$ cat src/core/lfm_pkg.sv
// package for the led fault and thermal monitor
package lfm_pkg;
    localparam int NSW = 12;
    localparam int DUTY_W = 12;
    localparam int REG_W = 13;

    localparam logic [7:0] ADDR_MASK_CFG = 8'h0C;
    localparam logic [7:0] ADDR_GEN_STAT = 8'h10;
    localparam logic [7:0] ADDR_SHORT_STAT = 8'h12;
    localparam logic [7:0] ADDR_OPEN_STAT = 8'h13;
    localparam logic [7:0] ADDR_TRACE_STAT = 8'h14;
    localparam logic [7:0] ADDR_LOW_DUTY = 8'h16;

    // fault_mask_config fields
    localparam int MSK_SHORT_BIT = 0;
    localparam int MSK_TRACE_BIT = 1;
    localparam int MSK_OPEN_BIT = 2;
    localparam int SHDN_ACT_BIT = 3;
    localparam int MSK_THERM_BIT = 4;
    // general_status fields
    localparam int GS_WARN_BIT = 0;
    localparam int GS_SHDN_BIT = 1;
    localparam int GS_GRADE_BIT = 2;
    localparam int GS_SERIAL_BIT = 3;

    localparam logic [REG_W-1:0] MASK_CFG_RST = 13'h0000;
    localparam logic [DUTY_W-1:0] LOW_DUTY_RST = 12'h000;

    typedef logic [NSW-1:0][DUTY_W-1:0] lfm_duty_t;

    typedef struct packed {
        logic [NSW-1:0] short_cmp;
        logic [NSW-1:0] low_cur;
        logic [NSW-1:0] open_cmp;
        logic warn_hot;
        logic shdn_hot;
        logic grade_err;
    } lfm_sense_t;
endpackage

$ cat src/core/lfm_monitor.sv
// led fault and thermal supervision for a 12-switch bypass matrix
// Function
// - an open switch with drain-source below short threshold sets its short status bit
// - short comparator is sampled only at the end of each led on-pulse
// - short fault leaves switch running; pulls fault pin unless short mask set
// - duty below low-duty threshold suppresses short fault and clears its status
// - too little current through a closed switch sets its open-trace status bit
// - open-trace fault leaves switch running; pulls fault pin unless masked
// - open-trace comparator sampled just before the switch turns from on to off
// - above warning temperature set warning flag and fault pin, switches untouched
// - warning flag clears on write-one only while below warning temperature
// - after a warning, fault pin holds until cool and warning flag cleared
// - above shutdown temperature set shutdown flag, fault pin, force all switches
// - register access keeps working; forced state held until hysteresis recovery
// - after shutdown recovery switches resume their programmed state
// - after shutdown, fault pin holds until cool and both flags cleared
// - open-led fault sets open status, keeps switch closed until reset except while shutdown forces the switches, pulls pin
// - fault pin asserts on open, short, thermal, grading or serial errors
`timescale 1ns/1ps
module lfm_monitor (
    input wire logic i_mclk,
    input wire logic i_rst_n,
    input wire lfm_pkg::lfm_sense_t i_sense,
    input wire logic [lfm_pkg::NSW-1:0] i_sw_open,
    input wire lfm_pkg::lfm_duty_t i_duty,
    input wire logic i_serial_err,
    input wire logic [7:0] i_reg_addr,
    input wire logic [lfm_pkg::REG_W-1:0] i_reg_wdata,
    input wire logic i_reg_we,
    input wire logic i_reg_re,
    output logic [lfm_pkg::REG_W-1:0] o_reg_rdata,
    output logic [lfm_pkg::NSW-1:0] o_sw_open,
    output logic o_fault_n
);
    localparam int N = lfm_pkg::NSW;

    lfm_pkg::lfm_sense_t sense_meta_reg;
    lfm_pkg::lfm_sense_t sense_reg;
    logic [N-1:0] prev_open_reg;
    logic [lfm_pkg::REG_W-1:0] mask_reg;
    logic [lfm_pkg::DUTY_W-1:0] low_duty_reg;
    logic [N-1:0] short_reg;
    logic [N-1:0] trace_reg;
    logic [N-1:0] open_reg;
    logic warn_reg;
    logic shdn_reg;
    logic shdn_active_reg;

    logic [N-1:0] short_evt;
    logic [N-1:0] trace_evt;
    logic [N-1:0] low_duty;
    logic [N-1:0] short_next;
    logic [N-1:0] trace_next;
    logic [N-1:0] sw_next;
    logic gen_wr;
    logic fault_any;

    // two-stage synchroniser for all analogue comparators
    always_ff @(posedge i_mclk or negedge i_rst_n) begin
        if (!i_rst_n) begin
            sense_meta_reg <= '0;
            sense_reg <= '0;
        end else begin
            sense_meta_reg <= i_sense;
            sense_reg <= sense_meta_reg;
        end
    end

    always_ff @(posedge i_mclk or negedge i_rst_n) begin
        if (!i_rst_n) begin
            prev_open_reg <= '0;
        end else begin
            prev_open_reg <= i_sw_open;
        end
    end

    always_comb begin
        for (int i = 0; i < N; i++) begin
            low_duty[i] = i_duty[i] < low_duty_reg;
        end
        short_evt = prev_open_reg & ~i_sw_open;
        trace_evt = ~prev_open_reg & i_sw_open;
        short_next = short_reg;
        trace_next = trace_reg;
        for (int i = 0; i < N; i++) begin
            if (short_evt[i]) begin
                short_next[i] = sense_reg.short_cmp[i];
            end
            if (low_duty[i]) begin
                short_next[i] = 1'b0;
            end
            if (trace_evt[i]) begin
                trace_next[i] = sense_reg.low_cur[i];
            end
        end
    end

    always_ff @(posedge i_mclk or negedge i_rst_n) begin
        if (!i_rst_n) begin
            short_reg <= '0;
            trace_reg <= '0;
        end else begin
            short_reg <= short_next;
            trace_reg <= trace_next;
        end
    end

    // open-led latch stays until reset
    always_ff @(posedge i_mclk or negedge i_rst_n) begin
        if (!i_rst_n) begin
            open_reg <= '0;
        end else begin
            open_reg <= open_reg | (prev_open_reg & sense_reg.open_cmp);
        end
    end

    // configuration registers
    always_ff @(posedge i_mclk or negedge i_rst_n) begin
        if (!i_rst_n) begin
            mask_reg <= lfm_pkg::MASK_CFG_RST;
            low_duty_reg <= lfm_pkg::LOW_DUTY_RST;
        end else if (i_reg_we) begin
            if (i_reg_addr == lfm_pkg::ADDR_MASK_CFG) begin
                mask_reg <= i_reg_wdata;
            end
            if (i_reg_addr == lfm_pkg::ADDR_LOW_DUTY) begin
                low_duty_reg <= i_reg_wdata[lfm_pkg::DUTY_W-1:0];
            end
        end
    end

    assign gen_wr = i_reg_we && (i_reg_addr == lfm_pkg::ADDR_GEN_STAT);

    // thermal flags, set wins over write-one-to-clear
    always_ff @(posedge i_mclk or negedge i_rst_n) begin
        if (!i_rst_n) begin
            warn_reg <= 1'b0;
            shdn_reg <= 1'b0;
        end else begin
            if (sense_reg.warn_hot) begin
                warn_reg <= 1'b1;
            end else if (gen_wr && i_reg_wdata[lfm_pkg::GS_WARN_BIT]) begin
                warn_reg <= 1'b0;
            end
            if (sense_reg.shdn_hot) begin
                shdn_reg <= 1'b1;
            end else if (gen_wr && i_reg_wdata[lfm_pkg::GS_SHDN_BIT]
                         && !sense_reg.warn_hot) begin
                shdn_reg <= 1'b0;
            end
        end
    end

    // shutdown comparator carries the hysteresis
    always_ff @(posedge i_mclk or negedge i_rst_n) begin
        if (!i_rst_n) begin
            shdn_active_reg <= 1'b0;
        end else begin
            shdn_active_reg <= sense_reg.shdn_hot;
        end
    end

    always_comb begin
        if (shdn_active_reg) begin
            sw_next = {N{~mask_reg[lfm_pkg::SHDN_ACT_BIT]}};
        end else begin
            sw_next = i_sw_open & ~open_reg;
        end
    end

    always_ff @(posedge i_mclk or negedge i_rst_n) begin
        if (!i_rst_n) begin
            o_sw_open <= '0;
        end else begin
            o_sw_open <= sw_next;
        end
    end

    always_comb begin
        fault_any = 1'b0;
        if (|short_reg && !mask_reg[lfm_pkg::MSK_SHORT_BIT]) begin
            fault_any = 1'b1;
        end
        if (|trace_reg && !mask_reg[lfm_pkg::MSK_TRACE_BIT]) begin
            fault_any = 1'b1;
        end
        if (|open_reg && !mask_reg[lfm_pkg::MSK_OPEN_BIT]) begin
            fault_any = 1'b1;
        end
        if ((warn_reg || shdn_reg) && !mask_reg[lfm_pkg::MSK_THERM_BIT]) begin
            fault_any = 1'b1;
        end
        if (sense_reg.grade_err || i_serial_err) begin
            fault_any = 1'b1;
        end
    end

    always_ff @(posedge i_mclk or negedge i_rst_n) begin
        if (!i_rst_n) begin
            o_fault_n <= 1'b1;
        end else begin
            o_fault_n <= !fault_any;
        end
    end

    // register readback, unmapped addresses read zero
    always_ff @(posedge i_mclk or negedge i_rst_n) begin
        if (!i_rst_n) begin
            o_reg_rdata <= '0;
        end else if (i_reg_re) begin
            case (i_reg_addr)
                lfm_pkg::ADDR_MASK_CFG: o_reg_rdata <= mask_reg;
                lfm_pkg::ADDR_GEN_STAT: begin
                    o_reg_rdata <= '0;
                    o_reg_rdata[lfm_pkg::GS_WARN_BIT] <= warn_reg;
                    o_reg_rdata[lfm_pkg::GS_SHDN_BIT] <= shdn_reg;
                    o_reg_rdata[lfm_pkg::GS_GRADE_BIT] <= sense_reg.grade_err;
                    o_reg_rdata[lfm_pkg::GS_SERIAL_BIT] <= i_serial_err;
                end
                lfm_pkg::ADDR_SHORT_STAT: o_reg_rdata <= {1'b0, short_reg};
                lfm_pkg::ADDR_OPEN_STAT: o_reg_rdata <= {1'b0, open_reg};
                lfm_pkg::ADDR_TRACE_STAT: o_reg_rdata <= {1'b0, trace_reg};
                lfm_pkg::ADDR_LOW_DUTY: o_reg_rdata <= {1'b0, low_duty_reg};
                default: o_reg_rdata <= '0;
            endcase
        end
    end

    // checks
    a_short_sample: assert property (@(posedge i_mclk) disable iff (!i_rst_n)
        (short_evt[0] && sense_reg.short_cmp[0] && !low_duty[0]) |=> short_reg[0])
        else $error("short fault not latched at pulse end");
    a_short_hold: assert property (@(posedge i_mclk) disable iff (!i_rst_n)
        (!short_evt[0] && !low_duty[0]) |=> short_reg[0] == $past(short_reg[0]))
        else $error("short status changed outside pulse end");
    a_low_duty: assert property (@(posedge i_mclk) disable iff (!i_rst_n)
        low_duty[3] |=> !short_reg[3])
        else $error("short status set under low duty");
    a_trace_sample: assert property (@(posedge i_mclk) disable iff (!i_rst_n)
        (trace_evt[11] && sense_reg.low_cur[11]) |=> trace_reg[11])
        else $error("open trace not latched at turn-off edge");
    a_trace_hold: assert property (@(posedge i_mclk) disable iff (!i_rst_n)
        !trace_evt[1] |=> $stable(trace_reg[1]))
        else $error("open trace status changed off edge");
    a_warn_stick: assert property (@(posedge i_mclk) disable iff (!i_rst_n)
        (warn_reg && sense_reg.warn_hot) |=> warn_reg)
        else $error("warning flag lost while hot");
    a_shdn_force: assert property (@(posedge i_mclk) disable iff (!i_rst_n)
        shdn_active_reg |=> o_sw_open == {N{~$past(mask_reg[lfm_pkg::SHDN_ACT_BIT])}})
        else $error("switches not forced during shutdown");
    a_resume_prog: assert property (@(posedge i_mclk) disable iff (!i_rst_n)
        !shdn_active_reg |=> o_sw_open == ($past(i_sw_open) & ~$past(open_reg)))
        else $error("switches not following program");
    a_open_lock: assert property (@(posedge i_mclk) disable iff (!i_rst_n)
        open_reg[5] && !shdn_active_reg |=> !o_sw_open[5] ##1 open_reg[5])
        else $error("open led switch not held closed");
    a_fault_pin: assert property (@(posedge i_mclk) disable iff (!i_rst_n)
        (warn_reg && !mask_reg[lfm_pkg::MSK_THERM_BIT]) |=> !o_fault_n)
        else $error("fault pin not asserted for thermal flag");
    a_fault_clear: assert property (@(posedge i_mclk) disable iff (!i_rst_n)
        (short_reg == '0 && trace_reg == '0 && open_reg == '0 && !warn_reg && !shdn_reg
         && !sense_reg.grade_err && !i_serial_err) |=> o_fault_n)
        else $error("fault pin asserted with no fault");

    // fault sensing and pin
    a_short_masked: assert property (@(posedge i_mclk) disable iff (!i_rst_n)
        (|short_reg && !mask_reg[lfm_pkg::MSK_SHORT_BIT]) |=> !o_fault_n)
        else $error("fault pin not asserted for short fault");
    a_short_keep: assert property (@(posedge i_mclk) disable iff (!i_rst_n)
        (!shdn_active_reg && !open_reg[0]) |=> o_sw_open[0] == $past(i_sw_open[0]))
        else $error("short fault changed switch state");
    a_trace_masked: assert property (@(posedge i_mclk) disable iff (!i_rst_n)
        (|trace_reg && !mask_reg[lfm_pkg::MSK_TRACE_BIT]) |=> !o_fault_n)
        else $error("fault pin not asserted for open trace");
    a_trace_keep: assert property (@(posedge i_mclk) disable iff (!i_rst_n)
        (!shdn_active_reg && !open_reg[11]) |=> o_sw_open[11] == $past(i_sw_open[11]))
        else $error("open trace changed switch state");
    a_low_duty_one: assert property (@(posedge i_mclk) disable iff (!i_rst_n)
        low_duty[1] |=> !short_reg[1])
        else $error("short status set under low duty");
    a_open_detect: assert property (@(posedge i_mclk) disable iff (!i_rst_n)
        (prev_open_reg[5] && sense_reg.open_cmp[5]) |=> open_reg[5])
        else $error("open led fault not latched");
    a_open_sticky: assert property (@(posedge i_mclk) disable iff (!i_rst_n)
        open_reg[5] |=> open_reg[5])
        else $error("open led status lost before reset");
    a_open_masked: assert property (@(posedge i_mclk) disable iff (!i_rst_n)
        (|open_reg && !mask_reg[lfm_pkg::MSK_OPEN_BIT]) |=> !o_fault_n)
        else $error("fault pin not asserted for open led");
    a_grade_pin: assert property (@(posedge i_mclk) disable iff (!i_rst_n)
        sense_reg.grade_err |=> !o_fault_n)
        else $error("fault pin not asserted for grading error");
    a_serial_pin: assert property (@(posedge i_mclk) disable iff (!i_rst_n)
        i_serial_err |=> !o_fault_n)
        else $error("fault pin not asserted for serial error");

    // thermal flags and forcing
    a_warn_set: assert property (@(posedge i_mclk) disable iff (!i_rst_n)
        sense_reg.warn_hot |=> warn_reg)
        else $error("warning flag not set while hot");
    a_warn_keep_sw: assert property (@(posedge i_mclk) disable iff (!i_rst_n)
        (sense_reg.warn_hot && !shdn_active_reg)
        |=> o_sw_open[9] == ($past(i_sw_open[9]) & ~$past(open_reg[9])))
        else $error("warning changed switch state");
    a_warn_clear: assert property (@(posedge i_mclk) disable iff (!i_rst_n)
        (gen_wr && i_reg_wdata[lfm_pkg::GS_WARN_BIT] && !sense_reg.warn_hot) |=> !warn_reg)
        else $error("warning flag not cleared by write one");
    a_shdn_set: assert property (@(posedge i_mclk) disable iff (!i_rst_n)
        sense_reg.shdn_hot |=> shdn_reg)
        else $error("shutdown flag not set while hot");
    a_shdn_entry: assert property (@(posedge i_mclk) disable iff (!i_rst_n)
        sense_reg.shdn_hot |=> shdn_active_reg)
        else $error("shutdown forcing not entered");
    a_shdn_hold: assert property (@(posedge i_mclk) disable iff (!i_rst_n)
        (shdn_reg && sense_reg.warn_hot) |=> shdn_reg)
        else $error("shutdown flag cleared while hot");
    a_shdn_pin: assert property (@(posedge i_mclk) disable iff (!i_rst_n)
        (shdn_reg && !mask_reg[lfm_pkg::MSK_THERM_BIT]) |=> !o_fault_n)
        else $error("fault pin not asserted for shutdown flag");

    // register access
    a_mask_write: assert property (@(posedge i_mclk) disable iff (!i_rst_n)
        (i_reg_we && i_reg_addr == lfm_pkg::ADDR_MASK_CFG) |=> mask_reg == $past(i_reg_wdata))
        else $error("mask write not applied");
    a_read_mask: assert property (@(posedge i_mclk) disable iff (!i_rst_n)
        (i_reg_re && i_reg_addr == lfm_pkg::ADDR_MASK_CFG) |=> o_reg_rdata == $past(mask_reg))
        else $error("mask readback wrong");
    a_read_short: assert property (@(posedge i_mclk) disable iff (!i_rst_n)
        (i_reg_re && i_reg_addr == lfm_pkg::ADDR_SHORT_STAT)
        |=> o_reg_rdata == {1'b0, $past(short_reg)})
        else $error("short status readback wrong");
    a_read_trace: assert property (@(posedge i_mclk) disable iff (!i_rst_n)
        (i_reg_re && i_reg_addr == lfm_pkg::ADDR_TRACE_STAT)
        |=> o_reg_rdata == {1'b0, $past(trace_reg)})
        else $error("open trace readback wrong");
    a_read_open: assert property (@(posedge i_mclk) disable iff (!i_rst_n)
        (i_reg_re && i_reg_addr == lfm_pkg::ADDR_OPEN_STAT)
        |=> o_reg_rdata == {1'b0, $past(open_reg)})
        else $error("open status readback wrong");
    a_read_hold: assert property (@(posedge i_mclk) disable iff (!i_rst_n)
        !i_reg_re |=> $stable(o_reg_rdata))
        else $error("read data changed without a read");
endmodule // lfm_monitor

$ cat config.mk
export PLATFORM = sky130hd
export DESIGN_NAME = lfm_monitor
export DESIGN_NICKNAME = d
export VERILOG_FILES = /design/src/core/lfm_pkg.sv /design/src/core/lfm_monitor.sv
export SDC_FILE = /design/constraint.sdc
export NUM_CORES = 1
export LEC_CHECK = 0
export ABC_AREA = 1
export BUFFER_PORTS_ARGS = -buffer_cell sky130_fd_sc_hd__buf_2
export CAP_MARGIN = 20
export CORE_ASPECT_RATIO = 0.6
export CORE_MARGIN = 2
export CORE_UTILIZATION = 48
export DETAILED_ROUTE_END_ITERATION = 12
export PLACE_DENSITY = 0.77
export RECOVER_POWER = 50
export SLEW_MARGIN = 15
export SYNTH_ARGS = -nofsm -noshare
export SYNTH_HDL_FRONTEND = slang
export SYNTH_SLANG_ARGS = --single-unit
$ cat constraint.sdc
create_clock -name i_mclk -period 1.3 [get_ports i_mclk]
set_input_delay 0.065 -clock i_mclk [delete_from_list [all_inputs] [get_ports i_mclk]]
set_output_delay 0.065 -clock i_mclk [all_outputs]
set_load 0.02 [all_outputs]
* Yosys cells after proc, flatten, opt, wreduce, memory -nomap -nowiden
Index checks and enable logic that the tools add are counted.
Word-level totals: bits of input ports 221, logic and storage cells 143, register bits after elaboration 180
Cells by class: equal/unequal tests 6, bitwise gates (word level) 9, multiplexer cells 35, reduce and logical (&&, ||, !) cells 35, order comparisons 12
Operators with widths (number):
- $lt A12 B12 Y1 | 12
- $pmux W13 S6 | 1
- $and A12 B12 Y12 | 4
- $eq A8 B5 Y1 const B | 5
- $not A12 Y12 | 3
- $reduce_or A12 Y1 | 3
- $mux W1 | 33
- $reduce_bool A2 Y1 | 14
- $mux W12 | 1
- $or A12 B12 Y12 | 1
- $eq A8 B4 Y1 const B | 1
- $logic_and A1 B1 Y1 | 8
- $logic_not A1 Y1 | 6
- $reduce_and A2 Y1 | 2
- $logic_or A1 B1 Y1 | 2
- $not A1 Y1 | 1

* Longest topological paths before layout
Gate-level depths: netlist of run 1.
depth after elaboration 8, gate-level depth with buffers 11, mapped depth without buffers 9

* Worst setup path before layout of run 1
No wires, ideal clock.
path type reg2reg, start point register low_duty_reg[7] (netlist bit), end point register short_reg[10], data arrival time 1.298 ns, path slack -0.126 ns, cell stages (with the launch flop) 7, required time 1.172 ns, period minus slack after synthesis 1.426 ns, path through dfrtp_1 inv_1 ha_1 a21oi_1 o21ai_0 a21oi_1 a21boi_0
Between the ends: longest elaborated chain between the ends 2
Ends and longest elaborated chain:
- start, declared | RTL line lfm_monitor.sv:41 | logic [lfm_pkg::DUTY_W-1:0] low_duty_reg;
- start signal, assigned | RTL line lfm_monitor.sv:121 | low_duty_reg <= lfm_pkg::LOW_DUTY_RST;
- start signal, assigned | RTL line lfm_monitor.sv:127 | low_duty_reg <= i_reg_wdata[lfm_pkg::DUTY_W-1:0];
- $lt A12 B12 Y1 (*) | RTL line lfm_monitor.sv:79 | low_duty[i] = i_duty[i] < low_duty_reg;
- $mux W1 / $reduce_bool A2 Y1 (equally long branches)
- end signal, assigned | RTL line lfm_monitor.sv:103 | short_reg <= short_next;
- end, declared | RTL line lfm_monitor.sv:42 | logic [N-1:0] short_reg;
Mark *: on every way between the ends. The rest lies on a longest branch, timed or not. A chain may end at the register's enable or synchronous reset.

* Worst setup path after layout of run 1
start point register low_duty_reg[11] (netlist bit), end point register short_reg[10]
The elaborated chain is that of the path after synthesis.

==> impl_results.md, run 1 <==
- Status: finished, violations left
- Failing checks: negative setup slack
- Pwr dens: 1080 nW/um^2
- Post-Syn Area: 9420 sq um
- Die Wd: 185 microns
- Syn Nets: 1342
- WP data arrival: 1890 ps
- Syn Inst Count: 989
- FFs w/ async S/R, synth: 100%
- Layout area overhead: 41.8%
- CP Class: flip-flop to flip-flop
- Overflow after GRT: 0
- CP Cell Sequence: inv_6, buf_12, ha_1, a21oi_1, o21ai_1, a21oi_1, a21boi_1
- Final setup viols: 12
- Unrepaired setup endpoints after global routing: true
- Gr busiest metal: met2
- Number of synthesized flops with an enable pin: 0
- Reg clk slew, reported paths: 70 ps
- Hold Crit Class: input port to flip-flop
- Layout cells sized above 1: 31.4%
- Crit-path max FO: 8
- Logic pwr share: 19.2%
- Setup TNS: -2420 ps
- Clk sink count: 180
- TritonCTS clock tree: done
- Max Slew Vio Count: 0
- Synth cell types: 32
- Reg power frac: 41.7%
- Grt met3 use: 5.58%
- Slowest stage delay, CP: 430 ps
- Sw Ratio: 26.9%
- Core Rows: 39
- NumNets Final: 1719
- Die ar.: 20800 sq um
- 1st-iter DRT viols: 608
- Met2 usage: 47.1%
- Post-route ant nets: 0
- Clk buf depth: 2
- # fillers: 1458
- Total GRT Usage: 28.9%
- First-pass GRT wire length: 45200 microns
- Setup WS post-layout: -263 ps
- Commonest non-fill, non-tap cell in the layout: buf_2
- Clk pwr share: 39.1%
- Skew final: 10.4 ps
- Initial antenna violation count: 3
- # H-tree levels: 4
- Vias/cell: 5.22
- F_max: 0.640 GHz
- CP required: 1620 ps
- Num CTS Buffers: 17
- Synthesized flop and latch total: 180
- Synthesized area per cell: 9.52 sq um
- Final wirelength: 29800 microns
- Die H: 113 microns
- Actual slew at the worst max-slew pin: 1070 ps
- GP Congestion: 0.931
- Core Area: 19100 sq um
- CP max stage cell: dfrtp_1
- Top Ports: 247
- Top delay family on crit path: compound AO/OA/AOI/OAI gates
- Crit-path most repeated cell: a21oi_1
- Largest net degree at the start of global routing: 45
- Startpoint types: flip-flop
- Critical path buffers and inverters: 2
- Placed cell count: 1536
- Initial Util: 49.2%
- Leak: 0.00681 uW
- Slew HR: 28.7%
- Via count: 8610
- Min Tclk post-route: 1560 ps
- Routed WL per cell: 18.1 microns
- Final Util: 69.8%
- Psw: 3880 uW
- Initial DRT Pass Iterations: 4
- Final worst path period share: 120%
- Max Cap Viol: 0
- Port bufs: 246
- Vias in the first global route: 8764
- Final Hold Violating Endpoints: 0
- Post-Place Worst Slack: -240 ps
- Max VDD drop: 0.000992 V
- Residual DRC count: 0
- Critical path endpoint category: flip-flop
- Register area share after synthesis: 47.8%
- Met1 GRT Util: 40.2%
- Clock root buffer: clkbuf_16
- Non-filler cells, final: 1648
- Most used DFF post-synth: dfrtp_1
- Most frequent cells in the layout: buf_2 (231), nand2_1 (208), dfrtp_1 (176), ha_1 (110), a21oi_1 (71)
- Int Power: 10500 uW
- Ys Warns: 0
- HPWL after DPL: 21600 microns
- Clock latency on the worst-skew pair: 430 ps
## final timing paths
check	start	to	slack, ps	cells past startpoint
min in group asynchronous	i_rst_n	trace_reg[5]	380	2
max in group asynchronous	i_rst_n	sense_reg[29]	140	3
setup reg to reg	low_duty_reg[11]	short_reg[10]	-260	7
hold / removal	i_reg_re	o_reg_rdata[8]	90	4
setup / recovery	low_duty_reg[11]	short_reg[10]	-260	7
hold reg to reg	sense_meta_reg[29]	sense_reg[29]	350	0
## layout make-up
| cell class | instances | area [sq um] | area share (%) |
|---|---|---|---|
| Inverter | 69 | 279 | 2.09 |
| Antenna cell | 3 | 7.51 | 0.0562 |
| Timing Repair inverter | 1 | 6.26 | 0.0468 |
| Multi-Input combinational cell | 724 | 5010 | 37.5 |
| Tap cell | 266 | 333 | 2.49 |
| Clock buffer | 20 | 437 | 3.27 |
| Sequential cell | 180 | 4510 | 33.8 |
| Timing Repair Buffer | 373 | 2580 | 19.3 |
| Clock inverter | 12 | 204 | 1.53 |
## cells by family (layout without fill, tap and decap cells)
kind of cell    Yosys count  count (layout)  share of synthesized area [%]
mux                      15              15                           1.79
other cells               0               3                              0
buf+inv                  85             475                           4.06
compound gates          186             186                           11.1
simple gates            391             391                           17.7
fa+ha+maj               132             132                           17.5
flops                   180             180                           47.8
## synthesized netlist by cell type (4+ instances only)
library cell	n	area, sq um
a21boi_0	9	67.6
a21o_1	5	37.5
a21oi_1	72	360
buf_6	6	67.6
clkbuf_1	4	15.0
dfrtp_1	179	4480
ha_1	132	1650
inv_1	68	255
mux2_2	15	169
nand2_1	227	852
nand2_2	4	25.0
nand3_1	70	350
nor2_1	62	233
nor2_2	4	25.0
nor4_1	14	87.6
o21ai_0	67	335
o21ai_1	7	35.0
o21ai_2	10	87.6
o31ai_1	13	97.6
## layer usage
metal | share of wire [%] | wire length, microns
met1 | 46 | 13600
met2 | 45 | 13500
met3 | 7.2 | 2160
met4 | 1.5 | 445
met5 | 0 | 0
## timing repair
item | CTS | global route
setup endpoints to repair | 13 | 13
cloned | 1 | 1
buffers inserted | 7 | 2
hold buffers | 66 | 0
endpoints found under the hold margin | 271 | 0
resized for setup | 50 | 35
pin swaps | 6 | 10
## worst register-to-register path, stage by stage, from the launching register on
cell,delay (ps)
dfrtp_1,430
inv_6,150
buf_12,160
ha_1,260
a21oi_1,150
o21ai_1,100
a21oi_1,120
a21boi_1,80
## power groups by stage
stage               clock (uW)  sequential, uW  combinational (uW)
floorplan                    0            6090                1060
global placement             0            6100                2140
detailed placement           0            6100                2210
CTS                       5690            6010                2580
global route              5940            6040                3080
finish                    5640            6010                2770
## through the flow
| stage | power, uW | cell area (sq um) | hold WS [ps] |
|---|---|---|---|
| 6_report | 14400 | 13400 | 92.9 |
| 5_1_grt | 15100 | 13400 | 101 |
| 4_1_cts | 14300 | 13100 | 83.3 |
| 3_5_place_dp | 8310 | 11500 | 3.30 |
| 3_3_place_gp | 8230 | 11500 | 3.28 |
| 2_1_floorplan | 7150 | 9430 | -231 |
No activity file was read; power rests on OpenSTA's default activity.
==> run 2, diff against run 1 <==
--- a/config.mk
+++ b/config.mk
@@ -10,9 +10,9 @@
 export CAP_MARGIN = 20
 export CORE_ASPECT_RATIO = 0.6
 export CORE_MARGIN = 2
-export CORE_UTILIZATION = 48
+export CORE_UTILIZATION = 46
 export DETAILED_ROUTE_END_ITERATION = 12
-export PLACE_DENSITY = 0.77
+export PLACE_DENSITY = 0.74
 export RECOVER_POWER = 50
 export SLEW_MARGIN = 15
 export SYNTH_ARGS = -nofsm -noshare
==> run 2 against run 1 <==
Against the previous run:
- the run still ends with negative setup slack left
- via count fell by 2.2%
- flip-flop and latch count did not move
- count of clock-buffer cells in the layout unchanged
- register-to-register slack improved by 30 ps
- worst setup slack better by 25 ps
- utilization down 4.3 points
- final cell count fell by 0.24%
- first-iteration DRC count shrank 22%
- hold slack worse by 14 ps
- sequential share of layout area grew 0.59 points
- highest routed layer unchanged
- wire length fell by 4.0%
- largest power group unchanged
- largest cell class unchanged
==> impl_results.md, run 2 (synthesized netlist as in run 1, its figures left out) <==
- Hold Crit Class: input port to flip-flop
- Status: finished, violations left
- Worst setup path end: short_reg[4]
- Leak: 0.00674 uW (-0.99%)
- Logic pwr share: 18.9% (-0.3 points)
- Reg power frac: 43.7% (+2.0 points)
- Clock root buffer: clkbuf_16
- CP max stage cell: dfrtp_2
- RR Endpoint: short_reg[4]
- NumNets Final: 1710 (-0.52%)
- HPWL after DPL: 21700 microns (+0.44%)
- Flop2flop setup slack: -240 ps (+30 ps)
- Final wirelength: 28600 microns (-4.0%)
- Failing checks: negative setup slack
- Initial Util: 47.1% (-2.2 points)
- Hold WS: 79.0 ps (-13.9 ps)
- Post-route ant nets: 0 (unchanged)
- Initial antenna violation count: 0 (-3)
- Crit path from: low_duty_reg[11]
- # fillers: 1607 (+10%)
- Post-Place Worst Slack: -210 ps (+30.3 ps)
- Skew final: 9.43 ps (-0.940 ps)
- Die ar.: 21700 sq um (+4.2%)
- Via count: 8419 (-2.2%)
- F_max: 0.650 GHz (+1.7%)
- Max Slew Vio Count: 0 (unchanged)
- Final Util: 65.6% (-4.3 points)
- Core Area: 20000 sq um (+4.7%)
- Routed WL per cell: 17.4 microns (-3.7%)
- Reg-to-reg startpoint: low_duty_reg[11]
- Top Ports: 247 (unchanged)
- First-pass GRT wire length: 44000 microns (-2.7%)
- Max Cap Viol: 0 (unchanged)
- Slew HR: 18.9% (-9.8 points)
- Vias in the first global route: 8348 (-4.7%)
- Critical path endpoint category: flip-flop
- Num CTS Buffers: 17 (unchanged)
- Max VDD drop: 0.00107 V (+8.1%)
- Port bufs: 246 (unchanged)
- Actual slew at the worst max-slew pin: 1220 ps (+147 ps)
- Initial DRT Pass Iterations: 5 (+1)
- Clock latency on the worst-skew pair: 430 ps (about the same)
- Startpoint types: flip-flop
- Clk pwr share: 37.5% (-1.6 points)
- Reg clk slew, reported paths: 70 ps (about the same)
- Most frequent cells in the layout: buf_2 (233), nand2_1 (218), dfrtp_1 (177), ha_1 (115)
- Sw Ratio: 27.6% (+0.77 points)
- Layout area overhead: 39.4%
- WP data arrival: 1850 ps (-40 ps)
- Largest net degree at the start of global routing: 41 (-8.9%)
- TritonCTS clock tree: done
- Tot Pwr: 13800 uW (-4.5%)
- CP required: 1610 ps (about the same)
- Clk buf depth: 2 (unchanged)
- # H-tree levels: 4 (unchanged)
- Crit-path most repeated cell: a21oi_1
- Final Hold Violating Endpoints: 0 (unchanged)
- GP Congestion: 0.910 (-2.2%)
- Unrepaired setup endpoints after global routing: true
- Die H: 115 microns (+2.1%)
- Hold Path Origin: i_reg_re
- Layout cells sized above 1: 29.7% (-1.7 points)
- Pwr dens: 1050 nW/um^2 (-2.8%)
- Core Rows: 40 (+2.6%)
- Total GRT Usage: 26.8% (-2.1 points)
- CP Class: flip-flop to flip-flop
- Die Wd: 189 microns (+2.1%)
- Setup WS post-layout: -238 ps (+25.4 ps)
- Min Tclk post-route: 1540 ps (-25.4 ps)
- Slowest stage delay, CP: 490 ps (+60 ps)
- Int Power: 9970 uW (-5.5%)
- 1st-iter DRT viols: 472 (-22%)
- Overflow after GRT: 0 (unchanged)
- Vias/cell: 5.12 (-2.0%)
- Residual DRC count: 0 (unchanged)
- Psw: 3810 uW (-1.7%)
- Worst Reg-to-Reg Cells: 6 (-1)
- CP Cell Sequence: inv_8, ha_1, a21oi_1, o21ai_1, a21oi_1, a21boi_1
- Crit-path max FO: 7 (-1)
- Commonest non-fill, non-tap cell in the layout: buf_2
- Final setup viols: 24 (+12)
- Final worst path period share: 118% (-2.0 points)
- Clk sink count: 180 (unchanged)
[run 2: layout make-up]
type                    instances  area (sq um)  share of cell area [%]
repair inverters                2          15.0                   0.114
inverters                      69           279                    2.13
clock inverters                12           146                    1.12
well taps                     273           342                    2.60
multi-input cells             724          4870                    37.1
flip-flops and latches        180          4510                    34.3
clock buffers                  20           447                    3.40
diodes                          1          2.50                  0.0191
repair buffers                363          2520                    19.2
[run 2: per-layer routing]
layer  GRT usage [%]  vias up  share of wire (%)
li1                -     4116                  -
met1            38.9     3952                 48
met2            42.2      331                 43
met3            5.65       20                7.5
met4            4.69        0               0.88
met5               0        -                  0
[run 2: worst min path at each step]
stage,cells after the start,to,slack [ps]
after detailed placement,1,sense_reg[9],20
after global placement,1,sense_reg[9],20
after global routing,4,o_reg_rdata[2],90
after floorplan,0,low_duty_reg[0],-230
after CTS,4,o_reg_rdata[8],60
final,4,o_reg_rdata[8],80
[run 2: timing repair]
item	4_1_cts	5_1_grt
pin swaps	11	13
buffers inserted	2	3
endpoints found under the setup margin	13	13
gates cloned	1	1
gates resized for setup	17	41
hold endpoints to repair	270	0
hold buffers	66	0
[run 2: power groups by stage]
| stage | logic, uW | registers [uW] | clock network (uW) |
|---|---|---|---|
| after floorplan | 1060 | 6090 | 0 |
| after global placement | 2140 | 6100 | 0 |
| after detailed placement | 2220 | 6110 | 0 |
| after CTS | 2450 | 6010 | 5250 |
| after global routing | 2900 | 6040 | 5510 |
| final | 2600 | 6020 | 5160 |
[run 2: through the flow]
stage | instances | instance area (sq um) | TNS, ps
after floorplan | 989 | 9430 | -3.50
after global placement | 1538 | 11500 | -1560
after detailed placement | 1538 | 11500 | -2220
after CTS | 1639 | 12900 | -2120
after global routing | 1643 | 13100 | -14410
final | 1644 | 13100 | -2330
[run 2: worst max-delay path: cells and delay by family, from the launching register on]
family / cells / cell delay, ps
AO/OA/AOI/OAI: 4 / 530
adder cells (fa/ha/maj): 1 / 270
buffers and inverters: 1 / 140
flip-flops: 1 / 490
